### src/irq_route_pkg.sv
/*
  Shared constants for the multi-I/O interrupt router: register offsets,
  field positions, reset values, serial port address codes and timing.
  Assumes a single 100 MHz system clock.
*/
package irq_route_pkg;

  localparam int unsigned ADDR_W = 4;
  localparam int unsigned DATA_W = 8;

  localparam logic [3:0] OFF_CFG         = 4'h0;
  localparam logic [3:0] OFF_UART0_IER   = 4'h1;
  localparam logic [3:0] OFF_UART1_IER   = 4'h2;
  localparam logic [3:0] OFF_FDD_DOR     = 4'h3;
  localparam logic [3:0] OFF_LPT_CTRL    = 4'h4;
  localparam logic [3:0] OFF_STATUS      = 4'h5;
  localparam logic [3:0] OFF_CLEAR       = 4'h6;
  localparam logic [3:0] OFF_ENABLE      = 4'h7;
  localparam logic [3:0] OFF_STRAPS      = 4'h8;
  localparam logic [3:0] OFF_LINES       = 4'h9;

  localparam int unsigned CFG_UART0_LSB  = 0;
  localparam int unsigned CFG_UART1_LSB  = 2;
  localparam int unsigned FDD_DOR_IRQ_EN = 3;
  localparam int unsigned LPT_CTRL_IRQ_EN = 4;

  localparam logic [1:0] COM1 = 2'h0;
  localparam logic [1:0] COM2 = 2'h1;
  localparam logic [1:0] COM3 = 2'h2;
  localparam logic [1:0] COM4 = 2'h3;

  localparam logic [7:0] CFG_RST = 8'h04;
  localparam logic [7:0] IER_RST = 8'h00;
  localparam logic [7:0] DOR_RST = 8'h00;
  localparam logic [7:0] LPT_RST = 8'h00;

  localparam int unsigned N_EVT = 4;
  localparam int unsigned EVT_UART0 = 0;
  localparam int unsigned EVT_UART1 = 1;
  localparam int unsigned EVT_FDD   = 2;
  localparam int unsigned EVT_LPT   = 3;

  localparam int unsigned CLK_PERIOD_NS = 10;
  localparam int unsigned RST_MIN_NS    = 500;
  localparam int unsigned RST_MIN_CYC   = (RST_MIN_NS + CLK_PERIOD_NS - 1) / CLK_PERIOD_NS;

endpackage

### src/irq_route.sv
/*
  Interrupt router for the serial, floppy and printer port blocks of a
  multi-function I/O device, with its enable registers and event status.
  Assumes the source request levels come from logic on i_sys_clk, while
  the host reset pin and board jumper lines arrive asynchronously.
*/
// The plain strobed port and the register addresses were decided locally.
`timescale 1ns/1ps

// How it works
// - Motherboard: COM1/COM3 port drives first line.
// - Motherboard: COM2/COM4 port drives second line.
// - Serial requests gated by their enable register.
// - Serial output drops when serviced, disabled, reset.
// - Adapter: primary serial on its own output.
// - Adapter: secondary serial on its own output.
// - Floppy output needs floppy register bit 3.
// - Printer output needs printer control bit 4.
// - Host reset keeps configuration registers intact.
// - Adapter: jumpers latched on reset falling edge.
// - Adapter: printer strap sampled during reset.
module irq_route #(
  parameter bit ADAPTER = 1'b0
) (
  input  wire logic                               i_sys_clk,
  input  wire logic                               i_sys_rst,
  input  wire logic                               i_host_rst,
  input  wire logic [irq_route_pkg::ADDR_W-1:0]   i_addr,
  input  wire logic [irq_route_pkg::DATA_W-1:0]   i_wdata,
  input  wire logic                               i_wr,
  input  wire logic                               i_rd,
  output logic      [irq_route_pkg::DATA_W-1:0]   o_rdata,
  input  wire logic [irq_route_pkg::DATA_W-1:0]   i_uart0_cause,
  input  wire logic [irq_route_pkg::DATA_W-1:0]   i_uart1_cause,
  input  wire logic                               i_floppy_req,
  input  wire logic                               i_printer_req,
  input  wire logic [3:0]                         i_jumpers,
  input  wire logic                               i_printer_port_cfg_strap0,
  output logic                                    o_irq_com13,
  output logic                                    o_irq_com24,
  output logic                                    o_primary_uart_irq_out,
  output logic                                    o_secondary_uart_irq_out,
  output logic                                    o_floppy_irq_out,
  output logic                                    o_printer_port_irq_out,
  output logic      [3:0]                         o_jumper_latch,
  output logic                                    o_printer_port_addr_sel,
  output logic                                    o_irq
);

  localparam int unsigned DW = irq_route_pkg::DATA_W;
  localparam int unsigned NE = irq_route_pkg::N_EVT;

  // Asynchronous pins pass two flip-flops before any use.
  logic       host_rst_s1_q;
  logic       host_rst_s2_q;
  logic       host_rst_d1_q;
  logic [3:0] jmp_s1_q;
  logic [3:0] jmp_s2_q;
  logic       strap_s1_q;
  logic       strap_s2_q;

  // Configuration registers, cleared only by the system reset.
  logic [DW-1:0] config_reg_one_q;

  // Device registers, also cleared by the host reset pin.
  logic [DW-1:0] uart0_irq_enable_reg_q;
  logic [DW-1:0] uart1_irq_enable_reg_q;
  logic [DW-1:0] floppy_drive_output_reg_q;
  logic [DW-1:0] printer_ctrl_q;
  logic [NE-1:0] evt_status_q;
  logic [NE-1:0] evt_enable_q;
  logic [NE-1:0] line_prev_q;

  logic [3:0] jumper_latch_q;
  logic       strap_latch_q;
  logic [DW-1:0] rdata_q;

  logic p_com13_q;
  logic p_com24_q;
  logic p_uart0_q;
  logic p_uart1_q;
  logic p_fdd_q;
  logic p_lpt_q;

  function automatic logic is_com13(input logic [1:0] code);
    is_com13 = (code == irq_route_pkg::COM1) || (code == irq_route_pkg::COM3);
  endfunction

  function automatic logic is_com24(input logic [1:0] code);
    is_com24 = (code == irq_route_pkg::COM2) || (code == irq_route_pkg::COM4);
  endfunction

  wire logic any_rst   = i_sys_rst | host_rst_s2_q;
  wire logic rst_fall  = host_rst_d1_q & ~host_rst_s2_q;

  wire logic [1:0] uart0_code = config_reg_one_q[irq_route_pkg::CFG_UART0_LSB +: 2];
  wire logic [1:0] uart1_code = config_reg_one_q[irq_route_pkg::CFG_UART1_LSB +: 2];

  // A cause stays pending until the serial block clears it on service.
  wire logic uart0_act = |(i_uart0_cause & uart0_irq_enable_reg_q);
  wire logic uart1_act = |(i_uart1_cause & uart1_irq_enable_reg_q);

  wire logic com13_d = (uart0_act & is_com13(uart0_code))
                     | (uart1_act & is_com13(uart1_code));
  wire logic com24_d = (uart0_act & is_com24(uart0_code))
                     | (uart1_act & is_com24(uart1_code));

  wire logic fdd_d = i_floppy_req & floppy_drive_output_reg_q[irq_route_pkg::FDD_DOR_IRQ_EN];
  wire logic lpt_d = i_printer_req & printer_ctrl_q[irq_route_pkg::LPT_CTRL_IRQ_EN];

  wire logic [NE-1:0] line_now = {lpt_d, fdd_d, uart1_act, uart0_act};
  wire logic [NE-1:0] evt_rise = line_now & ~line_prev_q;

  wire logic wr_cfg   = i_wr & (i_addr == irq_route_pkg::OFF_CFG);
  wire logic wr_ier0  = i_wr & (i_addr == irq_route_pkg::OFF_UART0_IER);
  wire logic wr_ier1  = i_wr & (i_addr == irq_route_pkg::OFF_UART1_IER);
  wire logic wr_dor   = i_wr & (i_addr == irq_route_pkg::OFF_FDD_DOR);
  wire logic wr_lpt   = i_wr & (i_addr == irq_route_pkg::OFF_LPT_CTRL);
  wire logic wr_clr   = i_wr & (i_addr == irq_route_pkg::OFF_CLEAR);
  wire logic wr_en    = i_wr & (i_addr == irq_route_pkg::OFF_ENABLE);

  wire logic [NE-1:0] clr_mask = wr_clr ? i_wdata[NE-1:0] : '0;

  logic [DW-1:0] rd_mux;
  always_comb begin
    rd_mux = '0;
    unique case (i_addr)
      irq_route_pkg::OFF_CFG:       rd_mux = config_reg_one_q;
      irq_route_pkg::OFF_UART0_IER: rd_mux = uart0_irq_enable_reg_q;
      irq_route_pkg::OFF_UART1_IER: rd_mux = uart1_irq_enable_reg_q;
      irq_route_pkg::OFF_FDD_DOR:   rd_mux = floppy_drive_output_reg_q;
      irq_route_pkg::OFF_LPT_CTRL:  rd_mux = printer_ctrl_q;
      irq_route_pkg::OFF_STATUS:    rd_mux[NE-1:0] = evt_status_q;
      irq_route_pkg::OFF_ENABLE:    rd_mux[NE-1:0] = evt_enable_q;
      irq_route_pkg::OFF_STRAPS:    rd_mux[4:0] = {strap_latch_q, jumper_latch_q};
      irq_route_pkg::OFF_LINES:     rd_mux[5:0] = {p_lpt_q, p_fdd_q, p_com24_q, p_com13_q, p_uart1_q, p_uart0_q};
      default:                      rd_mux = '0;
    endcase
  end

  always_ff @(posedge i_sys_clk) begin
    host_rst_s1_q <= i_host_rst;
    host_rst_s2_q <= host_rst_s1_q;
    jmp_s1_q      <= i_jumpers;
    jmp_s2_q      <= jmp_s1_q;
    strap_s1_q    <= i_printer_port_cfg_strap0;
    strap_s2_q    <= strap_s1_q;
  end

  always_ff @(posedge i_sys_clk) begin
    if (i_sys_rst) begin
      host_rst_d1_q <= 1'b0;
    end else begin
      host_rst_d1_q <= host_rst_s2_q;
    end
  end

  // The host reset pin never touches this register.
  always_ff @(posedge i_sys_clk) begin
    if (i_sys_rst) begin
      config_reg_one_q <= irq_route_pkg::CFG_RST;
    end else if (wr_cfg) begin
      config_reg_one_q <= i_wdata;
    end
  end

  // Host reset holds these at reset value; a host reset shorter than the
  // minimum width may be missed by the synchroniser.
  always_ff @(posedge i_sys_clk) begin
    if (any_rst) begin
      uart0_irq_enable_reg_q    <= irq_route_pkg::IER_RST;
      uart1_irq_enable_reg_q    <= irq_route_pkg::IER_RST;
      floppy_drive_output_reg_q <= irq_route_pkg::DOR_RST;
      printer_ctrl_q            <= irq_route_pkg::LPT_RST;
    end else begin
      if (wr_ier0) begin
        uart0_irq_enable_reg_q <= i_wdata;
      end
      if (wr_ier1) begin
        uart1_irq_enable_reg_q <= i_wdata;
      end
      if (wr_dor) begin
        floppy_drive_output_reg_q <= i_wdata;
      end
      if (wr_lpt) begin
        printer_ctrl_q <= i_wdata;
      end
    end
  end

  // Status bits are sticky; a new event wins over a clear in the same cycle.
  always_ff @(posedge i_sys_clk) begin
    if (any_rst) begin
      evt_status_q <= '0;
      evt_enable_q <= '0;
      line_prev_q  <= '0;
    end else begin
      evt_status_q <= (evt_status_q & ~clr_mask) | evt_rise;
      line_prev_q  <= line_now;
      if (wr_en) begin
        evt_enable_q <= i_wdata[NE-1:0];
      end
    end
  end

  // On the adapter variant, jumpers are captured on the falling edge of the host reset, the strap
  // follows its pin for as long as the reset stays active.
  always_ff @(posedge i_sys_clk) begin
    if (i_sys_rst) begin
      jumper_latch_q <= '0;
      strap_latch_q  <= 1'b0;
    end else begin
      if (ADAPTER && rst_fall) begin
        jumper_latch_q <= jmp_s2_q;
      end
      if (ADAPTER && host_rst_s2_q) begin
        strap_latch_q <= strap_s2_q;
      end
    end
  end

  // Pin outputs; each variant drives only its own pin set.
  always_ff @(posedge i_sys_clk) begin
    if (any_rst) begin
      p_com13_q <= 1'b0;
      p_com24_q <= 1'b0;
      p_uart0_q <= 1'b0;
      p_uart1_q <= 1'b0;
      p_fdd_q   <= 1'b0;
      p_lpt_q   <= 1'b0;
    end else begin
      p_com13_q <= !ADAPTER && com13_d;
      p_com24_q <= !ADAPTER && com24_d;
      p_uart0_q <= ADAPTER && uart0_act;
      p_uart1_q <= ADAPTER && uart1_act;
      p_fdd_q   <= fdd_d;
      p_lpt_q   <= lpt_d;
    end
  end

  always_ff @(posedge i_sys_clk) begin
    if (i_sys_rst) begin
      rdata_q <= '0;
    end else if (i_rd) begin
      rdata_q <= rd_mux;
    end else begin
      rdata_q <= '0;
    end
  end

  assign o_irq_com13              = p_com13_q;
  assign o_irq_com24              = p_com24_q;
  assign o_primary_uart_irq_out   = p_uart0_q;
  assign o_secondary_uart_irq_out = p_uart1_q;
  assign o_floppy_irq_out         = p_fdd_q;
  assign o_printer_port_irq_out   = p_lpt_q;
  assign o_jumper_latch           = jumper_latch_q;
  assign o_printer_port_addr_sel  = strap_latch_q;
  assign o_rdata                  = rdata_q;
  assign o_irq                    = |(evt_status_q & evt_enable_q);

endmodule

### config.mk
export PLATFORM = sky130hd
export DESIGN_NAME = irq_route
export DESIGN_NICKNAME = d
export VERILOG_FILES = /design/src/irq_route_pkg.sv /design/src/irq_route.sv
export SDC_FILE = /design/constraint.sdc
export NUM_CORES = 1
export LEC_CHECK = 0
export BUFFER_PORTS_ARGS = -buffer_cell sky130_fd_sc_hd__buf_4
export CAP_MARGIN = 5
export CORE_MARGIN = 4
export CORE_UTILIZATION = 54
export DETAILED_ROUTE_END_ITERATION = 8
export GPL_TIMING_DRIVEN = 1
export PLACE_DENSITY = 0.83
export REMOVE_ABC_BUFFERS = 1
export SYNTH_ARGS = -nofsm -noshare
export SYNTH_HDL_FRONTEND = slang
export SYNTH_SLANG_ARGS = --single-unit
### constraint.sdc
create_clock -name i_sys_clk -period 1.4 [get_ports i_sys_clk]
set_input_delay 0.07 -clock i_sys_clk [delete_from_list [all_inputs] [get_ports i_sys_clk]]
set_output_delay 0.07 -clock i_sys_clk [all_outputs]
set_load 0.005 [all_outputs]
== Word-level counts from Yosys, hierarchy flattened ==
Cells that the tools add are included.

* Logic and storage cells: 70
* Output and inout port bits: 20
* Bits in registers: 66
* Input port bits: 40

* Bitwise operators: 25
* Reduce and logical (&&, ||, !) cells: 11
* Multiplexer cells: 5
* Eq/ne operators: 14

{| class="wikitable"
|+ Operators with widths
! cell !! number
|-
| $pmux 4 s8 || 1
|-
| $and 8x8->8 || 2
|-
| $eq 4x3->1 const B || 4
|-
| $reduce_or 8->1 || 2
|-
| $and 1x1->1 || 13
|-
| $and 4x4->4 || 3
|-
| $pmux 1 s6 || 2
|-
| $pmux 2 s5 || 1
|-
| $eq 2x2->1 const B || 4
|-
| $eq 4x2->1 const B || 2
|-
| $not 4->4 || 2
|-
| $eq 2x1->1 const B || 2
|-
| $eq 4x1->1 const B || 1
|-
| $eq 4x4->1 const B || 1
|-
| $logic_not 2->1 || 2
|-
| $logic_not 4->1 || 1
|-
| $logic_or 1x1->1 || 4
|-
| $mux 4 || 1
|-
| $or 4x4->4 || 1
|-
| $reduce_or 4->1 || 1
|-
| $or 1x1->1 || 3
|-
| $reduce_or 2->1 || 1
|-
| $not 1->1 || 1
|}

== Longest topological paths before layout ==
* Word-level depth: 6
* Mapped depth: 7
* Depth with buffers taken out: 4

== Least setup slack after synthesis ==
No wires, ideal clock.

* Kind: flip-flop to flip-flop
* Start point: register host_rst_s2_q
* End point: register p_com24_q (netlist: o_irq_com24)
* Slack: 224 ps
* Cell stages (with the launch flop): 6
* Required time: 1,341 ps
* Clock period less this slack: 1,176 ps
* Data arrival time: 1,117 ps
* Cells stage by stage: dfxtp_1 > or2_2 > buf_2 > a41o_1 > inv_1 > a22o_1

* Longest elaborated chain between the ends: 1

{| class="wikitable"
|+ Ends and longest elaborated chain
! item !! RTL line !! RTL
|-
| from (decl) || irq_route.sv:55 || <nowiki>logic host_rst_s2_q;</nowiki>
|-
| from (signal assigned) || irq_route.sv:143 || <nowiki>host_rst_s2_q <= host_rst_s1_q;</nowiki>
|-
| $or 1x1->1 || irq_route.sv:93 || <nowiki>wire logic any_rst = i_sys_rst | host_rst_s2_q;</nowiki>
|-
| to (signal assigned) || irq_route.sv:233 || <nowiki>p_com24_q <= !ADAPTER && com24_d;</nowiki>
|-
| to (decl) || irq_route.sv:79 || <nowiki>logic p_com24_q;</nowiki>
|}

No other way between the ends.
A chain may end at the register's enable or synchronous reset.

== Worst setup path in the final report ==
* Start point: register uart1_irq_enable_reg_q[2]
* End point: register p_com24_q (netlist: o_irq_com24)

* Longest elaborated chain between the ends: 4

{| class="wikitable"
|+ Ends and longest elaborated chain
! item !! RTL line !! RTL
|-
| from (decl) || irq_route.sv:67 || <nowiki>logic [DW-1:0] uart1_irq_enable_reg_q;</nowiki>
|-
| from (signal assigned) || irq_route.sv:172 || <nowiki>uart1_irq_enable_reg_q <= irq_route_pkg::IER_RST;</nowiki>
|-
| from (signal assigned) || irq_route.sv:180 || <nowiki>uart1_irq_enable_reg_q <= i_wdata;</nowiki>
|-
| $and 8x8->8 || irq_route.sv:101 || <nowiki>wire logic uart1_act = |(i_uart1_cause & uart1_irq_enable_reg_q);</nowiki>
|-
| $reduce_or 8->1 || irq_route.sv:101 ||
|-
| $and 1x1->1 || irq_route.sv:106 || <nowiki>| (uart1_act & is_com24(uart1_code));</nowiki>
|-
| $or 1x1->1 || irq_route.sv:106 ||
|}

No other way between the ends.

==> impl_metrics.csv <==
group,metric,value,unit
finish,layout-drive-gt1-share,25.5,%
timing,fin_crit_sh,92.5,%
place,gp_congestion,0.924,
cts,cts_root_buf,"clkbuf_8",
global_route,grt_pass1_vias,2284,
floorplan,core-area,5140,um^2
global_route,grt_max_degree,21,
worst_setup_path,crit_fanout,3,
timing,setup_tns,0,ps
floorplan,die_width,80.9,um
finish,final_cells,419,
floorplan,start_util,55.8,%
worst_setup_path,cp-start-kind,"flop",
synth,netlist_instances,287,
synth,synthFlopType,"dfxtp_1",
finish,area.growth.synth_to_final,22.8,%
timing,skew,6.58,ps
floorplan,ioPinCount,60,
cts,cts_tree,"built",
worst_setup_path,path_class,"reg2reg",
cts,ctsResizeCount,0,
min_path,hold_class,"in2reg",
synth,avgSynthCellArea,9.99,um^2
global_route,antenna_found_initial,0,
place,hpwl,5.25,mm
cts,clkTransAtPathRegs,70,ps
synth,async_reset_ff_share,0,%
global_route,grt_util_all_layers,23.8,%
cts,cts_made_buffers,9,
finish,antennaDiodeCount,0,
global_route,grt_pass1_wl,11.5,mm
synth,synth-seq-cells,64,
timing,max_freq,773,MHz
route,drtPass1Iterations,5,
route,drc,0,
worst_setup_path,required,1630,ps
route,routedWlPerCell,17.5,um
cts,htreeDepth,3,
route,drtIter0Drc,169,
floorplan,num_rows,26,
worst_setup_path,startpoint,"uart1_irq_enable_reg_q[2]$_SDFFE_PP0P_",
synth,post_synth_num_cell_types,44,
worst_setup_path,reg2reg_depth,4,
run_status,status,"finished clean",
place,placedCellCount,399,
worst_setup_path,crit_arrival,1530,ps
worst_setup_path,slowest_delay,320,ps
worst_setup_path,cp_slowest_cell,"dfxtp_1",
worst_setup_path,reg2reg_from,"uart1_irq_enable_reg_q[2]$_SDFFE_PP0P_",
route,ant_nets,0,
global_route,gr-total-overflow,0,
worst_setup_path,endpoint_kind,"flop",
pwr,p_leak,0.00156,uW
worst_setup_path,critical_path.top_delay_family,"compound AO/OA/AOI/OAI gates",
synth,synth_edf_count,0,
cts,clock_path_buffers,2,
route,vias,2395,
floorplan,dieArea,6540,um^2
pwr,peakVddDrop,0.680,mV
worst_setup_path,path_cells,"a22oi_1 -> a41o_1 -> inv_1 -> a22o_1",
route,viasPerCell,5.72,
timing,finalCriticalPeriod,1290,ps
timing,setup_viol,0,
cts,clkLatencyLatePin,340,ps
timing,rsz0062_at_grt,"no",
pwr,pwr_density_cell,1060,nW/um^2
synth,ys_seq_area_share,44.7,%
synth,netlist_area,2870,um^2
cts,cts_sinks,64,
finish,nNetsFinal,384,
worst_setup_path,worst-r2r-setup-slack,110,ps
place,portBuffers,47,
worst_setup_path,cp.buffers_inverters,1,
run,maxCapViolCount,0,
synth,yosys_warnings,0,
worst_setup_path,worstReg2RegEnd,"o_irq_com24$_SDFF_PP0_",
worst_setup_path,crit_cells,4,
route,drt_wl_total,7.35,mm
worst_setup_path,worstSetupEndpoint,"o_irq_com24$_SDFF_PP0_",
timing,hold_violations,0,
floorplan,die_h,80.9,um
timing,drv_slew,0,
==> worst min-delay path by stage <==
| stage | startpoint | end | slack, ps | cells after the start |
|---|---|---|---|---|
| detailed placement | i_host_rst | host_rst_s1_q$_DFF_P_ | 180 | 1 |
| floorplan | i_host_rst | host_rst_s1_q$_DFF_P_ | 100 | 0 |
| global placement | i_host_rst | host_rst_s1_q$_DFF_P_ | 170 | 1 |
| global route | i_wdata[5] | printer_ctrl_q[5]$_SDFFE_PP0P_ | 20 | 3 |
| CTS | i_rd | o_rdata[7]$_SDFF_PP0_ | 0.1 | 3 |
| finish | i_rd | o_rdata[7]$_SDFF_PP0_ | 10 | 3 |
==> report_power, final <==
group / switching [uW] / internal (uW) / leakage, uW
combinational: 169 / 142 / 0.000941
sequential: 8.03 / 1830 / 0.000517
clock: 679 / 915 / 0.000103
==> layer usage <==
metal	GRT usage, %	vias to the layer above	share of wire (%)
li1	-	1125	-
met1	30.8	1149	43
met2	37.8	112	47
met3	5.76	9	8.1
met4	10.1	0	1.4
met5	0	-	0
==> sequential cells by signal, summed over array words and instances (netlist names) <==
name,flops
config_reg_one_q,8
evt_enable_q,4
evt_status_q,4
floppy_drive_output_reg_q,8
host_rst_s1_q,1
host_rst_s2_q,1
line_prev_q,4
o_irq_com13,1
o_irq_com24,1
o_rdata,8
printer_ctrl_q,8
uart0_irq_enable_reg_q,8
uart1_irq_enable_reg_q,8
==> per-stage QoR <==
stage                     util [%]  hold slack (ps)  cell area, um^2  power, uW  setup slack [ps]
after floorplan                  -             97.7             2740       1980             -83.1
final                         68.5             14.7             3520       3750               106
after CTS                     68.5            0.127             3520       3760               132
after global placement        63.9              175             3280       2170               119
after detailed placement      63.9              177             3280       2180              66.3
after global routing          68.5             19.4             3520       3860              57.7
==> cell families after synthesis <==
family          Yosys count  synth area share, %
buf+inv                  28                 5.89
flops                    64                 44.7
mux                      56                 21.4
compound gates           45                 11.8
other cells               1                0.131
simple gates             93                 16.1
==> layout make-up <==
| type | count | area, um^2 |
|---|---|---|
| fill | 410 | 1620 |
| multi-input combinational | 201 | 1440 |
| sequential | 64 | 1280 |
| timing repair buffer | 63 | 495 |
| clock buffer | 13 | 159 |
| tap | 70 | 87.6 |
| clock inverter | 3 | 40.0 |
| inverter | 5 | 18.8 |
==> tightest hold or removal path, delay by kind of cell <==
kind          cells  cell delay (ps)
buf+inv           1               90
simple gates      2              150
==> synthesized netlist by cell type (2+ instances only) <==
master    count  area [um^2]
buf_4        11         82.6
mux4_2        4         90.1
and3_1        3         18.8
a22oi_1      13         97.6
nand2_1      12         45.0
o21ai_0       3         15.0
clkbuf_1      4         15.0
a32o_1        2         20.0
or2_2         2         12.5
buf_2         6         30.0
dfxtp_1      64         1280
a22o_1        4         35.0
mux2_2        2         22.5
o22ai_1       2         12.5
nand4_1       2         12.5
a41o_1        2         20.0
nand2b_1      4         25.0
mux2i_1      50          500
inv_1         5         18.8
nor2_1       50          188
nor2b_1       4         25.0
a31oi_1       2         12.5
buf_6         2         22.5
nand3b_1      2         15.0
nor4_1        2         12.5
a32oi_1       2         17.5
and4_1        2         17.5
o31ai_1       2         15.0
a21o_1        2         15.0
nand3_2       3         30.0
a21oi_1       6         30.0
==> cells in the final DEF (no fill, tap or decap), types with 3 or more instances in the layout <==
| cell | count |
|---|---|
| a22oi_1 | 13 |
| mux2i_1 | 50 |
| buf_4 | 58 |
| clkbuf_8 | 11 |
| and3_1 | 3 |
| nand2b_1 | 4 |
| dfxtp_1 | 64 |
| conb_1 | 7 |
| nand2_1 | 12 |
| o21ai_0 | 3 |
| a21oi_1 | 6 |
| dlygate4sd3_1 | 4 |
| mux4_2 | 4 |
| nor2_1 | 50 |
| nand3_2 | 3 |
| inv_1 | 5 |
| nor2b_1 | 4 |
| a22o_1 | 4 |
==> timing repair <==
action	4_1_cts	5_1_grt
endpoints found under the setup margin	0	0
hold buffers	4	0
setup buffers	0	0
hold endpoints to repair	4	0
No activity file was read; power rests on OpenSTA's default activity.
